===== src/common/crf_pkg.sv =====
// constants for the cpu register set and condition flags block
// How it works
// - seven 8-bit working registers: accumulator, four data, two pointer registers
// - only accumulator adds, subtracts, rotates; others increment, decrement, store
// - high and low pointer registers concatenate into one memory address
// - carry changes on accumulator overflow or underflow; some instructions force it
// - zero flag set when flag-setting result in accumulator is zero
// - after increment or decrement, zero flag shows if that register became zero
// - sign flag copies the most significant bit of the accumulator result
// - parity flag set when count of one bits is even
// - all flags forcible by some instructions; other instructions leave flags alone
// - load and data transfer instructions never touch any flag
// - conditional instructions sample current flags to decide whether control transfers
// - decoder takes 8-bit words, recognises 250 of 256 patterns
// - word splits into 2-bit top field and two 3-bit fields
// - 48 basic types: memory, register and port operations
// - register code: accumulator 0, data 1 to 4, high pointer 5, low 6
package crf_pkg;
    localparam int unsigned DATA_W = 8;
    localparam int unsigned NUM_REGS = 7;
    localparam int unsigned ADDR_W = 12;

    // apb register map, byte addresses
    localparam logic [11:0] OFS_INSTR = 12'h000;
    localparam logic [11:0] OFS_OPERAND = 12'h004;
    localparam logic [11:0] OFS_FLAGS = 12'h008;
    localparam logic [11:0] OFS_STATUS = 12'h00C;
    localparam logic [11:0] OFS_ADDR = 12'h010;
    localparam logic [11:0] OFS_MEMOUT = 12'h014;
    localparam logic [11:0] OFS_REG_BASE = 12'h020;
    localparam logic [6:0] REG_PAGE = 7'h01;

    // instruction word fields
    localparam int unsigned FLD_HI_MSB = 7;
    localparam int unsigned FLD_HI_LSB = 6;
    localparam int unsigned FLD_MID_MSB = 5;
    localparam int unsigned FLD_MID_LSB = 3;
    localparam int unsigned FLD_LO_MSB = 2;
    localparam int unsigned FLD_LO_LSB = 0;

    localparam logic [1:0] GRP_MISC = 2'h0;
    localparam logic [1:0] GRP_CTL = 2'h1;
    localparam logic [1:0] GRP_ALU = 2'h2;
    localparam logic [1:0] GRP_LOAD = 2'h3;

    localparam logic [2:0] LO_INC = 3'h0;
    localparam logic [2:0] LO_DEC = 3'h1;
    localparam logic [2:0] LO_ROT = 3'h2;
    localparam logic [2:0] LO_RETC = 3'h3;
    localparam logic [2:0] LO_ALUI = 3'h4;
    localparam logic [2:0] LO_RST = 3'h5;
    localparam logic [2:0] LO_LDI = 3'h6;
    localparam logic [2:0] LO_RET = 3'h7;
    localparam logic [2:0] LO_JMPC = 3'h0;
    localparam logic [2:0] LO_CALC = 3'h2;
    localparam logic [2:0] LO_JMP = 3'h4;
    localparam logic [2:0] LO_CAL = 3'h6;
    localparam logic [7:0] OP_HALT_ALT = 8'hFF;

    // register codes
    localparam logic [2:0] REG_A = 3'h0;
    localparam logic [2:0] REG_B = 3'h1;
    localparam logic [2:0] REG_C = 3'h2;
    localparam logic [2:0] REG_D = 3'h3;
    localparam logic [2:0] REG_E = 3'h4;
    localparam logic [2:0] REG_H = 3'h5;
    localparam logic [2:0] REG_L = 3'h6;
    localparam logic [2:0] REG_M = 3'h7;

    // alu operations
    localparam logic [2:0] ALU_ADD = 3'h0;
    localparam logic [2:0] ALU_ADC = 3'h1;
    localparam logic [2:0] ALU_SUB = 3'h2;
    localparam logic [2:0] ALU_SBB = 3'h3;
    localparam logic [2:0] ALU_AND = 3'h4;
    localparam logic [2:0] ALU_XOR = 3'h5;
    localparam logic [2:0] ALU_OR = 3'h6;
    localparam logic [2:0] ALU_CMP = 3'h7;

    // rotate kinds
    localparam logic [2:0] ROT_LC = 3'h0;
    localparam logic [2:0] ROT_RC = 3'h1;
    localparam logic [2:0] ROT_AL = 3'h2;
    localparam logic [2:0] ROT_AR = 3'h3;

    // flag bit positions, also the condition codes
    localparam int unsigned FLG_C = 0;
    localparam int unsigned FLG_Z = 1;
    localparam int unsigned FLG_S = 2;
    localparam int unsigned FLG_P = 3;
    localparam logic [3:0] FLAGS_RST = 4'h0;

    // status bit positions
    localparam int unsigned ST_VALID = 0;
    localparam int unsigned ST_TAKEN = 1;
    localparam int unsigned ST_COND = 2;
    localparam int unsigned ST_HALT = 3;
    localparam int unsigned ST_MEMWR = 4;
    localparam logic [4:0] STATUS_RST = 5'h00;

    localparam logic [7:0] BYTE_RST = 8'h00;
    localparam logic [7:0] BYTE_ONE = 8'h01;
endpackage


===== src/verilog/crf_alu.sv =====
// accumulator arithmetic and logic unit
module crf_alu (
    input wire logic [2:0] i_op,
    input wire logic [7:0] i_a,
    input wire logic [7:0] i_b,
    input wire logic i_cin,
    output logic [7:0] o_res,
    output logic o_cout
);
    logic [8:0] sum;

    always_comb begin
        sum = 9'h000;
        o_res = crf_pkg::BYTE_RST;
        o_cout = 1'b0;
        case (i_op)
            crf_pkg::ALU_ADD, crf_pkg::ALU_ADC: begin
                sum = {1'b0, i_a} + {1'b0, i_b} + {8'h00, i_op[0] & i_cin};
                o_res = sum[7:0];
                o_cout = sum[8];
            end
            crf_pkg::ALU_SUB, crf_pkg::ALU_SBB, crf_pkg::ALU_CMP: begin
                // borrow out lands in bit 8
                sum = {1'b0, i_a} - {1'b0, i_b} - {8'h00, (i_op == crf_pkg::ALU_SBB) & i_cin};
                o_res = sum[7:0];
                o_cout = sum[8];
            end
            // logic ops force carry to zero
            crf_pkg::ALU_AND: o_res = i_a & i_b;
            crf_pkg::ALU_XOR: o_res = i_a ^ i_b;
            crf_pkg::ALU_OR: o_res = i_a | i_b;
            default: o_res = crf_pkg::BYTE_RST;
        endcase
    end
endmodule // crf_alu


===== src/verilog/crf_core.sv =====
// register set, condition flags and instruction decode behind an apb slave
//
// The APB interface to the registers and the placing of the registers were left to the implementer.
module crf_core (
    input wire logic i_ref_clk,
    input wire logic i_rst,
    input wire logic i_psel,
    input wire logic i_penable,
    input wire logic i_pwrite,
    input wire logic [11:0] i_paddr,
    input wire logic [31:0] i_pwdata,
    input wire logic [3:0] i_pstrb,
    output logic [31:0] o_prdata,
    output logic o_pready,
    output logic o_pslverr,
    output logic [15:0] o_mem_addr,
    output logic [3:0] o_flags,
    output logic o_taken
);
    logic [7:0] rf_q [0:crf_pkg::NUM_REGS-1];
    logic [3:0] flags_q;
    logic [7:0] operand_q;
    logic [7:0] instr_q;
    logic [7:0] memout_q;
    logic [4:0] status_q;

    logic setup;
    logic access;
    logic exec;
    logic reg_wr;
    logic [2:0] reg_idx;
    logic reg_hit;
    logic [31:0] rdata_c;
    logic err_c;

    logic [7:0] ins;
    logic [1:0] grp;
    logic [2:0] mid;
    logic [2:0] lo;
    logic [7:0] src_val;
    logic valid;
    logic wr_en;
    logic [2:0] wr_idx;
    logic [7:0] wr_val;
    logic upd_zsp;
    logic [7:0] zsp_src;
    logic upd_c;
    logic c_val;
    logic mem_wr;
    logic [7:0] mem_val;
    logic is_cond;
    logic taken;
    logic halt;
    logic [2:0] alu_op;
    logic [7:0] alu_a;
    logic [7:0] alu_b;
    logic [7:0] alu_res;
    logic alu_cout;

    function automatic logic [7:0] rd_reg(input logic [2:0] idx, input logic [7:0] mem);
        logic [7:0] v;
        v = mem;
        if (idx != crf_pkg::REG_M) begin
            v = rf_q[idx];
        end
        return v;
    endfunction

    // flag comparison for conditional jumps, calls and returns
    function automatic logic cond_hit(input logic [3:0] f, input logic [2:0] m);
        return f[m[1:0]] == m[2];
    endfunction

    assign setup = i_psel & ~i_penable;
    assign access = i_psel & i_penable & o_pready;
    // strobe 0 must be set, so a write that skips the low byte runs nothing
    assign exec = access & i_pwrite & i_pstrb[0] & (i_paddr == crf_pkg::OFS_INSTR);
    assign reg_idx = i_paddr[4:2];
    assign reg_hit = (i_paddr[11:5] == crf_pkg::REG_PAGE) & (reg_idx != crf_pkg::REG_M)
        & (i_paddr[1:0] == 2'h0);
    assign reg_wr = access & i_pwrite & i_pstrb[0] & reg_hit;

    // fields of the 8-bit instruction word
    assign ins = i_pwdata[7:0];
    assign grp = ins[crf_pkg::FLD_HI_MSB:crf_pkg::FLD_HI_LSB];
    assign mid = ins[crf_pkg::FLD_MID_MSB:crf_pkg::FLD_MID_LSB];
    assign lo = ins[crf_pkg::FLD_LO_MSB:crf_pkg::FLD_LO_LSB];
    // code 7 reads memory, which this block only sees as the operand byte
    assign src_val = rd_reg(lo, operand_q);

    crf_alu i_crf_alu (
        .i_op(alu_op),
        .i_a(alu_a),
        .i_b(alu_b),
        .i_cin(flags_q[crf_pkg::FLG_C]),
        .o_res(alu_res),
        .o_cout(alu_cout)
    );

    // decode; unlisted patterns leave every working register and flag alone
    always_comb begin
        valid = 1'b0;
        wr_en = 1'b0;
        wr_idx = crf_pkg::REG_A;
        wr_val = crf_pkg::BYTE_RST;
        upd_zsp = 1'b0;
        zsp_src = alu_res;
        upd_c = 1'b0;
        c_val = flags_q[crf_pkg::FLG_C];
        mem_wr = 1'b0;
        mem_val = src_val;
        is_cond = 1'b0;
        taken = 1'b0;
        halt = 1'b0;
        alu_op = crf_pkg::ALU_ADD;
        alu_a = rf_q[crf_pkg::REG_A];
        alu_b = src_val;
        case (grp)
            crf_pkg::GRP_LOAD: begin
                valid = 1'b1;
                // a move of a register onto itself is a plain no-operation, but code 7 onto code 7 halts
                if (ins == crf_pkg::OP_HALT_ALT) begin
                    halt = 1'b1;
                end else if (mid == crf_pkg::REG_M) begin
                    mem_wr = 1'b1;
                end else begin
                    wr_en = 1'b1;
                    wr_idx = mid;
                    wr_val = src_val;
                end
            end
            crf_pkg::GRP_ALU: begin
                valid = 1'b1;
                alu_op = mid;
                wr_en = (mid != crf_pkg::ALU_CMP);
                wr_val = alu_res;
                upd_zsp = 1'b1;
                upd_c = 1'b1;
                c_val = alu_cout;
            end
            crf_pkg::GRP_MISC: begin
                case (lo)
                    crf_pkg::LO_INC, crf_pkg::LO_DEC: begin
                        valid = (mid != crf_pkg::REG_M);
                        if (mid == crf_pkg::REG_A) begin
                            halt = 1'b1;
                        end else if (mid != crf_pkg::REG_M) begin
                            // inc and dec on non-accumulators; carry is kept
                            alu_op = lo[0] ? crf_pkg::ALU_SUB : crf_pkg::ALU_ADD;
                            alu_a = rd_reg(mid, operand_q);
                            alu_b = crf_pkg::BYTE_ONE;
                            wr_en = 1'b1;
                            wr_idx = mid;
                            wr_val = alu_res;
                            upd_zsp = 1'b1;
                        end
                    end
                    crf_pkg::LO_ROT: begin
                        valid = ~mid[2];
                        if (~mid[2]) begin
                            wr_en = 1'b1;
                            upd_c = 1'b1;
                            case (mid)
                                crf_pkg::ROT_LC: begin
                                    wr_val = {alu_a[6:0], alu_a[7]};
                                    c_val = alu_a[7];
                                end
                                crf_pkg::ROT_RC: begin
                                    wr_val = {alu_a[0], alu_a[7:1]};
                                    c_val = alu_a[0];
                                end
                                crf_pkg::ROT_AL: begin
                                    wr_val = {alu_a[6:0], flags_q[crf_pkg::FLG_C]};
                                    c_val = alu_a[7];
                                end
                                default: begin
                                    wr_val = {flags_q[crf_pkg::FLG_C], alu_a[7:1]};
                                    c_val = alu_a[0];
                                end
                            endcase
                        end
                    end
                    crf_pkg::LO_RETC: begin
                        valid = 1'b1;
                        is_cond = 1'b1;
                        taken = cond_hit(flags_q, mid);
                    end
                    crf_pkg::LO_ALUI: begin
                        valid = 1'b1;
                        alu_op = mid;
                        alu_b = operand_q;
                        wr_en = (mid != crf_pkg::ALU_CMP);
                        wr_val = alu_res;
                        upd_zsp = 1'b1;
                        upd_c = 1'b1;
                        c_val = alu_cout;
                    end
                    crf_pkg::LO_LDI: begin
                        valid = 1'b1;
                        mem_val = operand_q;
                        if (mid == crf_pkg::REG_M) begin
                            mem_wr = 1'b1;
                        end else begin
                            wr_en = 1'b1;
                            wr_idx = mid;
                            wr_val = operand_q;
                        end
                    end
                    default: begin
                        // restart and unconditional return
                        valid = 1'b1;
                        taken = 1'b1;
                    end
                endcase
            end
            default: begin
                valid = 1'b1;
                if (lo[0]) begin
                    // port input lands in the accumulator, flags untouched
                    if (mid[2:1] == 2'h0) begin
                        wr_en = 1'b1;
                        wr_val = operand_q;
                    end
                end else if (lo == crf_pkg::LO_JMPC || lo == crf_pkg::LO_CALC) begin
                    is_cond = 1'b1;
                    taken = cond_hit(flags_q, mid);
                end else begin
                    taken = 1'b1;
                end
            end
        endcase
    end

    // working registers: instruction writes, or plain software stores
    always_ff @(posedge i_ref_clk) begin
        if (i_rst) begin
            for (int i = 0; i < crf_pkg::NUM_REGS; i++) begin
                rf_q[i] <= crf_pkg::BYTE_RST;
            end
        end else if (exec && wr_en) begin
            rf_q[wr_idx] <= wr_val;
        end else if (reg_wr) begin
            rf_q[reg_idx] <= i_pwdata[7:0];
        end
    end

    // flags move only for flag-setting instructions
    always_ff @(posedge i_ref_clk) begin
        if (i_rst) begin
            flags_q <= crf_pkg::FLAGS_RST;
        end else if (exec) begin
            if (upd_c) begin
                flags_q[crf_pkg::FLG_C] <= c_val;
            end
            if (upd_zsp) begin
                flags_q[crf_pkg::FLG_Z] <= (zsp_src == crf_pkg::BYTE_RST);
                flags_q[crf_pkg::FLG_S] <= zsp_src[7];
                flags_q[crf_pkg::FLG_P] <= ~^zsp_src;
            end
        end
    end

    // last instruction outcome and memory store data
    always_ff @(posedge i_ref_clk) begin
        if (i_rst) begin
            instr_q <= crf_pkg::BYTE_RST;
            status_q <= crf_pkg::STATUS_RST;
            memout_q <= crf_pkg::BYTE_RST;
            o_taken <= 1'b0;
        end else if (exec) begin
            instr_q <= ins;
            status_q[crf_pkg::ST_VALID] <= valid;
            status_q[crf_pkg::ST_TAKEN] <= taken;
            status_q[crf_pkg::ST_COND] <= is_cond;
            status_q[crf_pkg::ST_HALT] <= halt;
            status_q[crf_pkg::ST_MEMWR] <= mem_wr;
            o_taken <= taken;
            if (mem_wr) begin
                memout_q <= mem_val;
            end
        end
    end

    // data byte stays until software rewrites it, so one operand serves many opcodes
    always_ff @(posedge i_ref_clk) begin
        if (i_rst) begin
            operand_q <= crf_pkg::BYTE_RST;
        end else if (access && i_pwrite && i_pstrb[0] && i_paddr == crf_pkg::OFS_OPERAND) begin
            operand_q <= i_pwdata[7:0];
        end
    end

    // read mux; read-only registers refuse writes with an error
    always_comb begin
        rdata_c = 32'h0000_0000;
        err_c = 1'b0;
        case (i_paddr)
            crf_pkg::OFS_INSTR: rdata_c = {24'h00_0000, instr_q};
            crf_pkg::OFS_OPERAND: rdata_c = {24'h00_0000, operand_q};
            crf_pkg::OFS_FLAGS: begin
                rdata_c = {28'h000_0000, flags_q};
                err_c = i_pwrite;
            end
            crf_pkg::OFS_STATUS: begin
                rdata_c = {27'h000_0000, status_q};
                err_c = i_pwrite;
            end
            crf_pkg::OFS_ADDR: begin
                rdata_c = {16'h0000, rf_q[crf_pkg::REG_H], rf_q[crf_pkg::REG_L]};
                err_c = i_pwrite;
            end
            crf_pkg::OFS_MEMOUT: begin
                rdata_c = {24'h00_0000, memout_q};
                err_c = i_pwrite;
            end
            default: begin
                if (reg_hit) begin
                    rdata_c = {24'h00_0000, rf_q[reg_idx]};
                end else begin
                    err_c = 1'b1;
                end
            end
        endcase
    end

    // one wait-free access phase: answer is ready in the first access cycle
    always_ff @(posedge i_ref_clk) begin
        if (i_rst) begin
            o_pready <= 1'b0;
            o_pslverr <= 1'b0;
            o_prdata <= 32'h0000_0000;
        end else begin
            o_pready <= setup;
            o_pslverr <= setup & err_c;
            if (setup && !i_pwrite) begin
                o_prdata <= rdata_c;
            end
        end
    end

    // register outputs copied straight from flops
    assign o_mem_addr = {rf_q[crf_pkg::REG_H], rf_q[crf_pkg::REG_L]};
    assign o_flags = flags_q;
endmodule // crf_core


===== config.mk =====
export PLATFORM = sky130hd
export DESIGN_NAME = crf_core
export DESIGN_NICKNAME = d
export VERILOG_FILES = /design/src/common/crf_pkg.sv /design/src/verilog/crf_alu.sv /design/src/verilog/crf_core.sv
export SDC_FILE = /design/constraint.sdc
export NUM_CORES = 1
export LEC_CHECK = 0
export BUFFER_PORTS_ARGS = -buffer_cell sky130_fd_sc_hd__buf_4
export CORE_UTILIZATION = 60
export DETAILED_ROUTE_END_ITERATION = 7
export GPL_TIMING_DRIVEN = 0
export PLACE_DENSITY_LB_ADDON = 0.05
export SLEW_MARGIN = 5
export SYNTH_ARGS = -nofsm -noshare
export SYNTH_HDL_FRONTEND = slang
export SYNTH_SLANG_ARGS = --single-unit

===== constraint.sdc =====
create_clock -name i_ref_clk -period 6.5 [get_ports i_ref_clk]
set_input_delay 0.325 -clock i_ref_clk [delete_from_list [all_inputs] [get_ports i_ref_clk]]
set_output_delay 0.325 -clock i_ref_clk [all_outputs]
set_load 0.1 [all_outputs]

# Word-level counts from Yosys, hierarchy flattened

Memory sizes are Yosys's and may differ from the RTL's.
Cells that the tools add are included.

Bitwise gates (word level): 17
Add/subtract/negate cells: 4
Magnitude comparators: 1
Reduce and logical (&&, ||, !) cells: 30
Equality and inequality tests: 30
Mux-type cells: 91

Operators by type and width:

| kind                | count |
|---|---|
| $mux 8              | 21 |
| $pmux 16 s6         | 1 |
| $pmux 8 s3          | 2 |
| $pmux 8 s5          | 1 |
| $mux 1              | 34 |
| $pmux 8 s4          | 1 |
| $pmux 1 s2          | 14 |
| $eq 12x4->1 const B | 2 |
| $eq 12x5->1 const B | 2 |
| $pmux 3 s2          | 4 |
| $eq 3x3->1 const B  | 7 |
| $mux 3              | 6 |
| $pmux 8 s2          | 1 |
| $reduce_or 8->1     | 2 |
| $eq 3x2->1 const B  | 5 |
| $and 1x1->1         | 12 |
| $eq 12x3->1 const B | 1 |
| $logic_not 12->1    | 1 |
| $ne 3x3->1 const B  | 4 |
| $reduce_or 2->1     | 5 |
| $add 8x8->9         | 1 |
| $add 9x1->9         | 1 |
| $eq 3x1->1 const B  | 3 |
| $logic_not 3->1     | 3 |
| 28 further kinds    | 39 |

Input port bits: 53
Output and inout bits: 55
Memories: 1
Memory bits (writable): 56
Word-level logic and storage cells: 184
Register bits after elaboration: 68

Memories:

| name | words | bits a word | rd ports | clocked after memory_dff | wr ports | RTL line       | text |
|---|---|---|---|---|---|---|---|
| rf_q | 7     | 8           | 6        | 0                        | 7        | crf_core.sv:20 | `logic [7:0] rf_q [0:crf_pkg::NUM_REGS-1];` |

# Depth between registers and ports, before layout

Gate-level depths: netlist of run 1.

Word-level depth: 15
Depth in mapped cells: 24
Mapped depth without buffers: 22

# Modules after synthesis

From an unflattened synthesis of run 1, not the netlist that was laid out.

Cell total of the unflattened synthesis: 1015
Area, all modules: 9226.3 um^2

Modules (own cells, without submodules):

| module   | instances | cells each | area an instance (um^2) | seq. area each (um^2) |
|---|---|---|---|---|
| crf_core | 1         | 835        | 7943.9                  | 2862.7 |
| crf_alu  | 1         | 180        | 1282.5                  | 0.0 |

# Least setup slack after synthesis of run 1

No wires, ideal clock.

Kind: input-to-reg
Start point: input port i_pwdata[4]
End point: register flags_q[3], in the netlist o_flags[3]
Library setup time: 0.128 ns
Stages: 21
Data required time: 6.372 ns
Slack: 0.867 ns
Arrival: 5.505 ns
Buffers on the path: 4
Path through: clkbuf_1 buf_1 buf_1 clkbuf_1 mux2_2 o22ai_1 o21ai_0 o22a_1 fa_1 ha_1 nor3b_1 o31a_1 or4b_2 a311oi_1 o31ai_1 ha_1 xnor2_1 xnor2_1 nor2_1 a21oi_1 nor2_1

Word-level cells in the longest chain between the ends: 10
Elaborated cells on any way between the ends: 41
Classes of those cells: add/sub: 4; eq/ne: 8; mux: 17; bitwise: 5; reduce/logical: 6; memory: 1

Ends and longest elaborated chain:

| item                                                                 | RTL line        | text |
|---|---|---|
| start, declared                                                      | crf_core.sv:11  | `input wire logic [31:0] i_pwdata,` |
| parallel branches: the longest is 10 deep, another holds $sub 8x8->9 | -               |  |
| end signal, assigned by index                                        | crf_core.sv:256 | `flags_q[crf_pkg::FLG_Z] <= (zsp_src == crf_pkg::BYTE_RST);` |
| end signal, assigned by index                                        | crf_core.sv:257 | `flags_q[crf_pkg::FLG_S] <= zsp_src[7];` |
| end signal, assigned by index                                        | crf_core.sv:258 | `flags_q[crf_pkg::FLG_P] <= ~^zsp_src;` |
| end, declared                                                        | crf_core.sv:21  | `logic [3:0] flags_q;` |

Parallel ways; which one is timed is not known.
A chain may end at the register's enable or synchronous reset.

# Worst setup path in the final report of run 1

Start point: input port i_pwdata[1]
End point: register flags_q[3], in the netlist o_flags[3]

Word-level cells in the longest chain between the ends: 10
Elaborated cells on any way between the ends: 39
Classes of those cells: add/sub: 4; eq/ne: 10; mux: 12; bitwise: 5; reduce/logical: 7; memory: 1

Ends and longest elaborated chain:

| item                                       | RTL line                     | text |
|---|---|---|
| $mem_v2 7x8 or $ne 3x3->1 (tied branches)  | -                            |  |
| $mux 8                                     | crf_core.sv:63               | `if (idx != crf_pkg::REG_M) begin` |
| $mux 8                                     | crf_core.sv:147              | `end else if (mid != crf_pkg::REG_M) begin` |
| $mux 8                                     | crf_core.sv:145              | `if (mid == crf_pkg::REG_A) begin` |
| $pmux 8 s2                                 | crf_core.sv:142              | `case (lo)` |
| $mux 8                                     | crf_core.sv:118              | `case (grp)` |
| $sub 8x8->9 or $add 8x8->9 (tied branches) | crf_alu.sv:24, crf_alu.sv:18 |  |
| $sub 9x1->9 or $add 9x1->9 (tied branches) | crf_alu.sv:24, crf_alu.sv:18 |  |
| $pmux 8 s5                                 | crf_alu.sv:16                | `case (i_op)` |
| $reduce_xnor 8->1                          | crf_core.sv:258              |  |

Parallel ways exist; a longest one is shown, timed or not.

==> results of run 1 <==
==> worst max path at each step <==
stage | from | depth (start not counted) | to | slack, ps
floorplan | i_pwdata[4] | 21 | o_flags[3] | 870
global placement | i_pwdata[4] | 22 | o_flags[3] | -920
detailed placement | i_pwdata[4] | 22 | o_flags[3] | -960
CTS | i_pwdata[0] | 23 | o_flags[3] | 2
global route | i_pwdata[1] | 24 | o_flags[3] | 90
finish | i_pwdata[1] | 24 | o_flags[3] | 310
==> kinds of logic (layout without fill, tap and decap cells) <==
logic type                 count (synthesis)  after routing  synth area share, %
DFF                                      107            107                 30.6
muxes                                     78             78                 12.3
adders and majority gates                 40             40                 6.19
xor gates and xnor gates                  11             11                 1.12
buffers and inverters                    135            209                 7.02
other                                      1             16               0.0437
AOI/OAI and AO/OA                        294            294                 23.7
and+or+nand+nor                          349            349                 19.1
==> what timing repair did <==
item / 4_1_cts / 5_1_grt
gates resized for setup: 6 / 12
setup endpoints to repair: 8 / 8
gates cloned: 0 / 0
==> cells in the mapped netlist, drive strengths merged, types with 6 or more instances <==
cell,instances
nand2,94
inv,44
mux4,20
a21oi,63
nor3,22
o211ai,9
nor2b,7
mux2i,38
xnor2,7
clkbuf,51
o22a,10
nand2b,13
and2,13
edfxtp,48
a31oi,8
or3,7
or4,6
nand3,24
o31ai,8
and3,9
nor2,132
o22ai,13
o21a,7
a311oi,8
buf,39
a221o,6
o221ai,15
mux2,20
dfxtp,59
o21ai,56
ha,36
a22oi,11
a211oi,25
a221oi,11
==> worst max-delay path, stage by stage <==
cell and delay [ps]:
buf_4 110, clkbuf_2 250, buf_2 340, buf_2 350, nand2_1 160, nor2_1 310
a221o_1 300, inv_1 100, a21oi_1 180, o22a_1 240, inv_1 100, fa_1 480
ha_1 390, nor3b_1 180, o31a_1 290, or4b_2 710, and3_1 250, o31ai_2 390
ha_1 330, xnor2_1 190, xnor2_1 170, nor2_1 60, a21oi_1 150, nor2_1 60
==> per-stage QoR <==
stage / cells / TNS [ps] / setup WS (ps) / util [%]
floorplan: 1030 / 0 / 867 / -
global placement: 1270 / -11120 / -921 / 66.8
detailed placement: 1270 / -12430 / -959 / 66.8
CTS: 1286 / 0 / 1.80 / 69.2
global route: 1284 / 0 / 93.9 / 69.4
finish: 1284 / 0 / 307 / 69.4
==> power by group through the flow <==
| stage | sequential [mW] | combinational, mW | clock (mW) |
|---|---|---|---|
| floorplan | 0.766 | 0.334 | 0 |
| global placement | 0.740 | 0.483 | 0 |
| detailed placement | 0.741 | 0.486 | 0 |
| CTS | 0.725 | 0.488 | 0.616 |
| global route | 0.727 | 0.538 | 0.641 |
| finish | 0.726 | 0.506 | 0.616 |
==> area by class of cell <==
cell class              instances  area, um2  area share, %
clock buffers                   9        225           2.33
well taps                     180        225           2.33
flip-flops and latches        107       2620           27.1
multi-input cells             788       5430           56.1
repair buffers                 60        450           4.66
inverters                      45        169           1.75
plain buffers                  88        439           4.54
clock inverters                 7        106           1.10
==> registers in the layout (all words and copies together), names as in the netlist <==
register and cells:
status_q 5, memout_q 8, operand_q 8, o_flags 4
instr_q 8, rf_q 56, o_pready 1, o_prdata 16
o_pslverr 1
==> layer usage <==
metal / wire (um) / vias to the layer above
li1: - / 3918
met1: 12100 / 4105
met2: 13500 / 701
met3: 4370 / 127
met4: 1770 / 0
met5: 0 / -
==> layout by cell type (no fill, tap or decap), types with 6 or more instances in the layout <==
cell type  netlist  routed
or3_1            7       7
xnor2_1          7       7
nor2b_1          7       7
inv_1           44      44
buf_4           18      78
a311oi_1         8       7
mux2i_1         38      38
o21a_1           7       7
edfxtp_1        48      48
a21oi_1         63      63
nand2b_1        13      13
nor3_1          22      22
a31oi_1          8       8
ha_1            36      36
a221oi_1        11      11
a211oi_1        25      25
a221o_1          6       6
mux4_2          20      20
o22a_1          10      10
buf_2            4       9
o211ai_1         9       9
and3_1           9       9
o221ai_1        15      15
clkbuf_1        51      45
and2_1           9       9
o31ai_1          8       7
clkbuf_16        0       9
nor2_1         132     132
a22oi_1         11      11
dfxtp_1         59      59
o21ai_0         54      54
mux2_2          20      20
conb_1           1      16
o22ai_1         12      12
clkbuf_2         0       6
buf_1           14       7
nand2_1         94      94
nand3_1         24      24
==> metrics.txt, run 1 <==
clk_lat worst skew 370 ps; Seq pwr share 39.3%; Initial DRC Count 1,324; vias in the first global route 7,936; Synth Flop Type dfxtp_1; register area share after synthesis 30.6%; cts bufs inserted 9; Worst EP arrival 6430 ps; fillcell total 1,209; peak supply drop 0.000199 V; Comb power frac 27.4%; Startpoint Class input port; Area Growth Syn to Fin 12.7%; hold depth 3; Vias per Instance 6.89; Pins Over Slew Limit 0; root buf cell clkbuf_16; internal power 1.23 mW; CP max FO 10; largest net degree at the start of global routing 20; Yosys cell types 79; Post-DP HPWL 24.1 mm; vias 8,851; Hold Crit Class input port to flop; ANT nets after route 0; maximum root-to-sink buffer count 2; Synth area leaders edfxtp_1 (17%), dfxtp_1 (14%), nor2_1 (5.8%), ha_1 (5.3%), mux4_2 (5.3%); hold_ws 247 ps; R2R cell count 16; switching portion of total power 33.4%; RSZ-0062 raised after global routing false; final hold vios 0; antenna cell count 0; share of layout cells above drive strength 1 15.3%; Tmin final 6190 ps; Post-Syn Area 8580 um2; GR Overflow Total 0; Power Total 1.85 mW; GRT busiest layer met2; final net count 1,192; crit share post-route 95.3%; clock share of power 33.4%; Sw Pwr 617 uW; Ys Warns 0; GPL Wtd Cong 1.04; core box area 13,900 um2; port buffer count 60; R2R Setup Slk 870 ps; share of the synthesized area in the top cell type 16.8%; CTS tree done; Crit Reg-Reg Startpoint rf_q[0][5]; # Post-CTS Setup Buffers 0; Syn Area/Cell 8.45 um2; met1 Usage GRT 59.3%; critical register-to-register path endpoint o_flags[3]; LEAKAGE 3.70 nW; P per Cell Area 191 nW/um2; Max Cap Violations 0; final wirelength 31.7 mm; CP Capture Type flop; # DRC 0; Hold EP instr_q[6]; Die H 122 um; number of synthesized flops with an enable pin 48; Hold Buf Count CTS 0; Design Area, Final 9660 um2; Die ar. 14,800 um2; # rows 43; DR WL/cell 24.7 um; Synth async-reset ratio 0%; initial antenna violation count 1; Critical Path RT 6740 ps; Final Skew 10.2 ps; H-tree Lvls 3; Initial Util 61.6%; endpoints failing setup 0; worst hold start i_pwdata[6]; headroom to the max-slew limit 14.4%; DR pass1 iterations 6; first-pass GRT wire length 46.8 mm; Crit Path Category input port to flop; placed cell area 9310 um2; area leader, netlist edfxtp_1; clk sinks 107; met2 Use GR 64.0%; all-layer global routing usage 43.5%; Slew @ Worst Pin 1270 ps; flop and latch count out of synthesis 107; Top Ports 108; chip width 122 um; Max Clk Rate 161 MHz; clock input transition at the sequential cells of the worst setup and hold paths 70 ps; M3 GR Usage 10.4%; status finished clean; Gate Count Post-Synth 1,015
(Power assumes the default switching activity.)
==> inputs of run 2 (changes only) <==
--- a/config.mk
+++ b/config.mk
@@ -13,4 +13,5 @@
 export SLEW_MARGIN = 5
 export SYNTH_ARGS = -nofsm -noshare
 export SYNTH_HDL_FRONTEND = slang
+export SYNTH_HIERARCHICAL = 1
 export SYNTH_SLANG_ARGS = --single-unit
==> run 2 against run 1 <==
Effect of this change:
- combinational power rose by 3%
- sequential power rose by 7.7%
- cell area rose by 9.9%
- worst setup slack improved by 55 ps
- register-to-register slack improved by 350 ps
- non-clock buffer count rose by 1
- critical endpoint is now rf_q[0][6]
- largest power group is now clock
==> metrics.txt, run 2 <==
share of the synthesized area in the top cell type 18.2%; Final Skew 10.4 ps; Initial Util 62.5%; ANT nets after route 0; largest registers rf_q: 64 flops, o_prdata: 16 flops; clk sinks 115; # rows 44; peak supply drop 0.000225 V; CTS tree done; endpoints failing setup 0; max FFs per register 64; commonest non-fill, non-tap cell in the layout nor2_1; list of most frequent post-synthesis cells nor2_1 (119), nand2_1 (82), dfxtp_1 (59), mux2i_1 (57), edfxtp_1 (56); all-layer global routing usage 42.4%; chip width 126 um; Top Ports 108; Worst EP arrival 6280 ps; Power Total 2.28 mW; register area share after synthesis 31.0%; H-tree Lvls 4; port buffer count 61; clock input transition at the sequential cells of the worst setup and hold paths 60 ps; Initial DRC Count 1,118; Hold Crit Class input port to flop; Yosys cell types 98; Tmin final 6140 ps; Synth Flop Type dfxtp_1; clk_lat worst skew 430 ps; Synth async-reset ratio 0%; Max Clk Rate 163 MHz; hold_ws 201 ps; area leader, netlist edfxtp_1; LEAKAGE 4.29 nW; root buf cell clkbuf_16; cts bufs inserted 17; initial antenna violation count 0; Slew @ Worst Pin 960 ps; pre-CTS setup slack -130 ps; Startpoint Class input port; Post-DP HPWL 24.7 mm; antenna cell count 0; post-CTS resize count 0; final hold vios 0; Design Area, Final 10,600 um2; DR pass1 iterations 7; first-pass GRT wire length 49.9 mm; core box area 14,800 um2; final core occ 72.0%; Top reg by flops rf_q; vias 9,024; vias in the first global route 8,513; TNS Setup 0 ps; final net count 1,212; number of synthesized flops with an enable pin 56; Pins Over Slew Limit 0; count leader, synth nor2_1; final wirelength 32.7 mm; most frequent cells in the layout nor2_1 (119), nand2_1 (82), buf_4 (80); maximum root-to-sink buffer count 2; Ys Warns 6; CP Capture Type flop; Synth area leaders edfxtp_1 (18%), dfxtp_1 (13%), mux2i_1 (6.2%), ha_1 (5.2%), nor2_1 (4.8%); flop and latch count out of synthesis 115; CP max FO 10; placed cells 1,283; Post-Syn Area 9230 um2; RSZ-0062 raised after global routing false; Max Cap Violations 0; Gate Count Post-Synth 1,015; GPL Wtd Cong 1.08; Critical Path RT 6650 ps; status finished clean; Area Growth Syn to Fin 15.1%; P per Cell Area 215 nW/um2; largest net degree at the start of global routing 17; GR Overflow Total 0; Die ar. 15,900 um2; placed cell area 10,000 um2; headroom to the max-slew limit 35.8%; # Post-CTS Setup Buffers 0; Die H 126 um; # DRC 0; share of layout cells above drive strength 1 21.4%; Syn Area/Cell 9.09 um2; Hold Buf Count CTS 0; DR WL/cell 24.9 um; Final Non-Filler Cells 1,314; Crit Path Category input port to flop; final worst slack 362 ps; Vias per Instance 6.87; crit share post-route 94.4%
==> run 2: changes by cell type in the layout (fill, tap and decap cells not counted), moves of 11 or more <==
cell	change
clkbuf_1	-16
o21ai_0	-26
nor2_1	-13
a32o_1	+11
nand2_1	-12
mux2i_1	+19
a211oi_1	-16
buf_2	+16
==> run 2: worst max-delay path, cell delays in order <==
cell and delay [ps]:
buf_4 160, inv_1 100, ha_1 300, clkbuf_1 370, nor3b_2 510, nor2_1 190
nor2_1 280, buf_2 290, nand2_1 120, or3_1 370, fa_1 510, fa_1 550
o211ai_2 210, nand2_2 90, a21oi_2 150, xnor2_1 70, a2111o_1 500, a221oi_1 360
a21bo_2 290, a32oi_2 430, nor2_1 110
==> run 2: cell type report <==
| class | count | area [um2] |
|---|---|---|
| clock inverter | 14 | 176 |
| fill | 1164 | 4140 |
| sequential | 115 | 2860 |
| clock buffer | 18 | 439 |
| inverter | 53 | 199 |
| buffer | 88 | 470 |
| tap | 184 | 230 |
| timing repair buffer | 61 | 458 |
| multi-input combinational | 781 | 5780 |
==> run 2: power breakdown <==
part | total (mW) | leakage (nW) | internal (mW) | switching, mW
Combinational | 0.522 | 2.92 | 0.179 | 0.343
Clock | 0.980 | 0.298 | 0.617 | 0.363
Sequential | 0.782 | 1.08 | 0.770 | 0.0113
Total | 2.28 | 4.29 | 1.57 | 0.718
==> run 2: metal layers <==
metal  share of wire (%)  routed length [um]  track usage, %
met1                  37               12200            54.6
met2                  45               14600            66.6
met3                  12                3940            9.52
met4                 5.8                1890            22.7
met5                   0                   0               0
==> run 2: path summary, 6_finish.rpt <==
kind / start / to / slack [ps] / cells after the start
worst max register to register: operand_q[0] / rf_q[0][6] / 1220 / 17
worst min-delay path: i_penable / o_pready / 200 / 3
worst max-delay path: i_pwdata[6] / rf_q[0][6] / 360 / 21
worst min register to register: instr_q[2] / instr_q[2] / 460 / 2
==> run 2: logic make-up after synthesis <==
family          count (synthesis)  synth area share [%]
flops                         115                  31.0
other cells                     1                0.0406
xor+xnor                       14                  1.33
compound gates                266                  22.2
buf+inv                       142                  7.30
mux                           101                  13.6
fa+ha+maj                      42                  6.02
simple gates                  334                  18.4
==> inputs of run 3 (changes only) <==
--- a/config.mk
+++ b/config.mk
@@ -5,9 +5,9 @@
 export SDC_FILE = /design/constraint.sdc
 export NUM_CORES = 1
 export LEC_CHECK = 0
-export BUFFER_PORTS_ARGS = -buffer_cell sky130_fd_sc_hd__buf_4
-export CORE_UTILIZATION = 60
+export CORE_UTILIZATION = 65
 export DETAILED_ROUTE_END_ITERATION = 7
+export DONT_BUFFER_PORTS = 1
 export GPL_TIMING_DRIVEN = 0
 export PLACE_DENSITY_LB_ADDON = 0.05
 export SLEW_MARGIN = 5
==> run 3 against run 2 <==
Effect of this change:
- flip-flop and latch count stayed put
- final cell count is 4.9% lower
- first-iteration DRC count is 2.1% lower
- wire length is 2.2% lower
- critical path type unchanged
- cell area is 4.7% lower
- global-route usage is 2.3 points higher
- power is 3.6% lower
- fmax is 1.2% higher
- clock skew hardly changed
==> metrics.txt, run 3 (synthesis results as in run 2) <==
placed cells 1,218; core box area 13,900 um2; final wirelength 32.0 mm; Die H 121 um; clk_lat worst skew 430 ps; largest registers rf_q: 64 flops, o_prdata: 16 flops; maximum root-to-sink buffer count 2; Final Skew 10.1 ps; Max Cap Violations 0; largest net degree at the start of global routing 17; antenna cell count 0; cts bufs inserted 17; Slew @ Worst Pin 1330 ps; post-CTS resize count 0; R2R cell count 16; Initial DRC Count 1,095; register area 2860 um2; chip width 121 um; Max Clk Rate 165 MHz; Post-Route M1 WL 12.2 mm; internal power 1.51 mW; clock input transition at the sequential cells of the worst setup and hold paths 50 ps; most frequent cells in the layout nor2_1 (119), nand2_1 (82), dfxtp_1 (59); switching portion of total power 31.4%; Comb power frac 21.3%; CP Capture Type flop; P per Cell Area 217 nW/um2; LEAKAGE 3.96 nW; DR WL met2 14.1 mm; initial antenna violation count 0; DR pass1 iterations 6; share of layout cells above drive strength 1 16.7%; first-pass GRT wire length 47.7 mm; Pins Over Slew Limit 0; crit-path cells buf_2 -> buf_4 -> buf_2 -> buf_2 -> nor3b_2 -> nor2_1 -> nor2_1 -> buf_2 -> nand2_1 -> or3_1 -> fa_1 -> fa_1 -> o211ai_2 -> nand2_2 -> a21oi_2 -> xnor2_1 -> a2111o_1 -> a221oi_1 -> a21bo_2 -> a32oi_2 -> nor2_1; all-layer global routing usage 44.7%; Sw Pwr 692 uW; worst hold start i_pwdata[6]; clk sinks 115; Top reg by flops rf_q; Crit Reg-Reg Startpoint rf_q[6][3]; met3 wire length 3.81 mm; Tmin final 6060 ps; fillcell total 1,082; Final Non-Filler Cells 1,249; GR Overflow Total 0; vias 8,744; clock share of power 41.8%; max incr delay on CP 540 ps; CP max-delay cell fa_1; Hold Buf Count CTS 0; commonest non-fill, non-tap cell in the layout nor2_1; crit share post-route 93.3%; R2R Setup Slk 660 ps; # Post-CTS Setup Buffers 0; critical register-to-register path endpoint rf_q[7][7]; Critical Path RT 6650 ps; H-tree Lvls 4; DR WL/cell 25.6 um; final net count 1,151; final core occ 72.9%; Hold Crit Class input port to flop; CP max FO 10; peak supply drop 0.000282 V; Initial Util 66.5%; Die ar. 14,700 um2; GPL Wtd Cong 1.07; vias in the first global route 8,122; root buf cell clkbuf_16; # rows 43; # DRC 0; RSZ-0062 raised after global routing false; uppermost layer routed met4; Crit Path Category input port to flop; Post-DP HPWL 24.2 mm; Power Total 2.20 mW; headroom to the max-slew limit 10.9%; CTS tree done; multi-input combinational cell area 5780 um2; Startpoint Class input port; hold_ws 34.0 ps; ANT nets after route 0; Area Growth Syn to Fin 9.67%; CP most frequent cell buf_2; Vias per Instance 7.00; max FFs per register 64; status finished clean; Worst EP arrival 6210 ps; Hold EP instr_q[6]; Top Ports 108; Seq pwr share 36.9%; endpoints failing setup 0; port buffer count 0; final hold vios 0; hold depth 2
run 3: worst max-delay path by stage:
stage	start	endpoint	slack (ps)	cells after the start
2_1_floorplan	i_pwdata[1]	rf_q[5][6]	1150	21
3_3_place_gp	i_pwdata[4]	rf_q[5][6]	-50	20
3_5_place_dp	i_pwdata[4]	rf_q[0][6]	-180	20
4_1_cts	i_pwdata[4]	rf_q[0][6]	230	20
5_1_grt	i_pwdata[1]	rf_q[0][6]	100	21
6_report	i_pwdata[1]	rf_q[0][6]	440	21
run 3: power groups by stage:
| stage | registers [mW] | logic, mW | clock network [mW] |
|---|---|---|---|
| after floorplan | 0.822 | 0.350 | 0 |
| after global placement | 0.826 | 0.448 | 0 |
| after detailed placement | 0.827 | 0.455 | 0 |
| after CTS | 0.812 | 0.457 | 0.914 |
| after global routing | 0.813 | 0.498 | 0.950 |
| final | 0.813 | 0.468 | 0.920 |
run 3: through the flow:
step | setup WS [ps] | TNS [ps] | area [um2]
after floorplan | 1150 | 0 | 9310
after global placement | -47.3 | -249 | 9540
after detailed placement | -177 | -1380 | 9540
after CTS | 229 | 0 | 10100
after global routing | 103 | 0 | 10100
final | 436 | 0 | 10100
run 3: worst max-delay path, delay by kind of cell:
kind	cells	cell delay [ps]
XOR/XNOR	1	90
buffers and inverters	5	1150
AO/OA/AOI/OAI	6	1940
adder cells (fa/ha/maj)	2	1040
AND/OR/NAND/NOR	7	1650
run 3: area by class of cell:
type | count | area share (%)
multi-input cells | 781 | 57.2
flip-flops and latches | 115 | 28.3
plain buffers | 88 | 4.65
clock buffers | 20 | 4.41
well taps | 180 | 2.23
inverters | 53 | 1.97
clock inverters | 12 | 1.30
run 3: routing by layer:
| layer | GRT usage (%) | vias to the layer above |
|---|---|---|
| li1 | - | 3830 |
| met1 | 56.6 | 4153 |
| met2 | 68.0 | 627 |
| met3 | 12.2 | 134 |
| met4 | 26.7 | 0 |
| met5 | 0 | - |
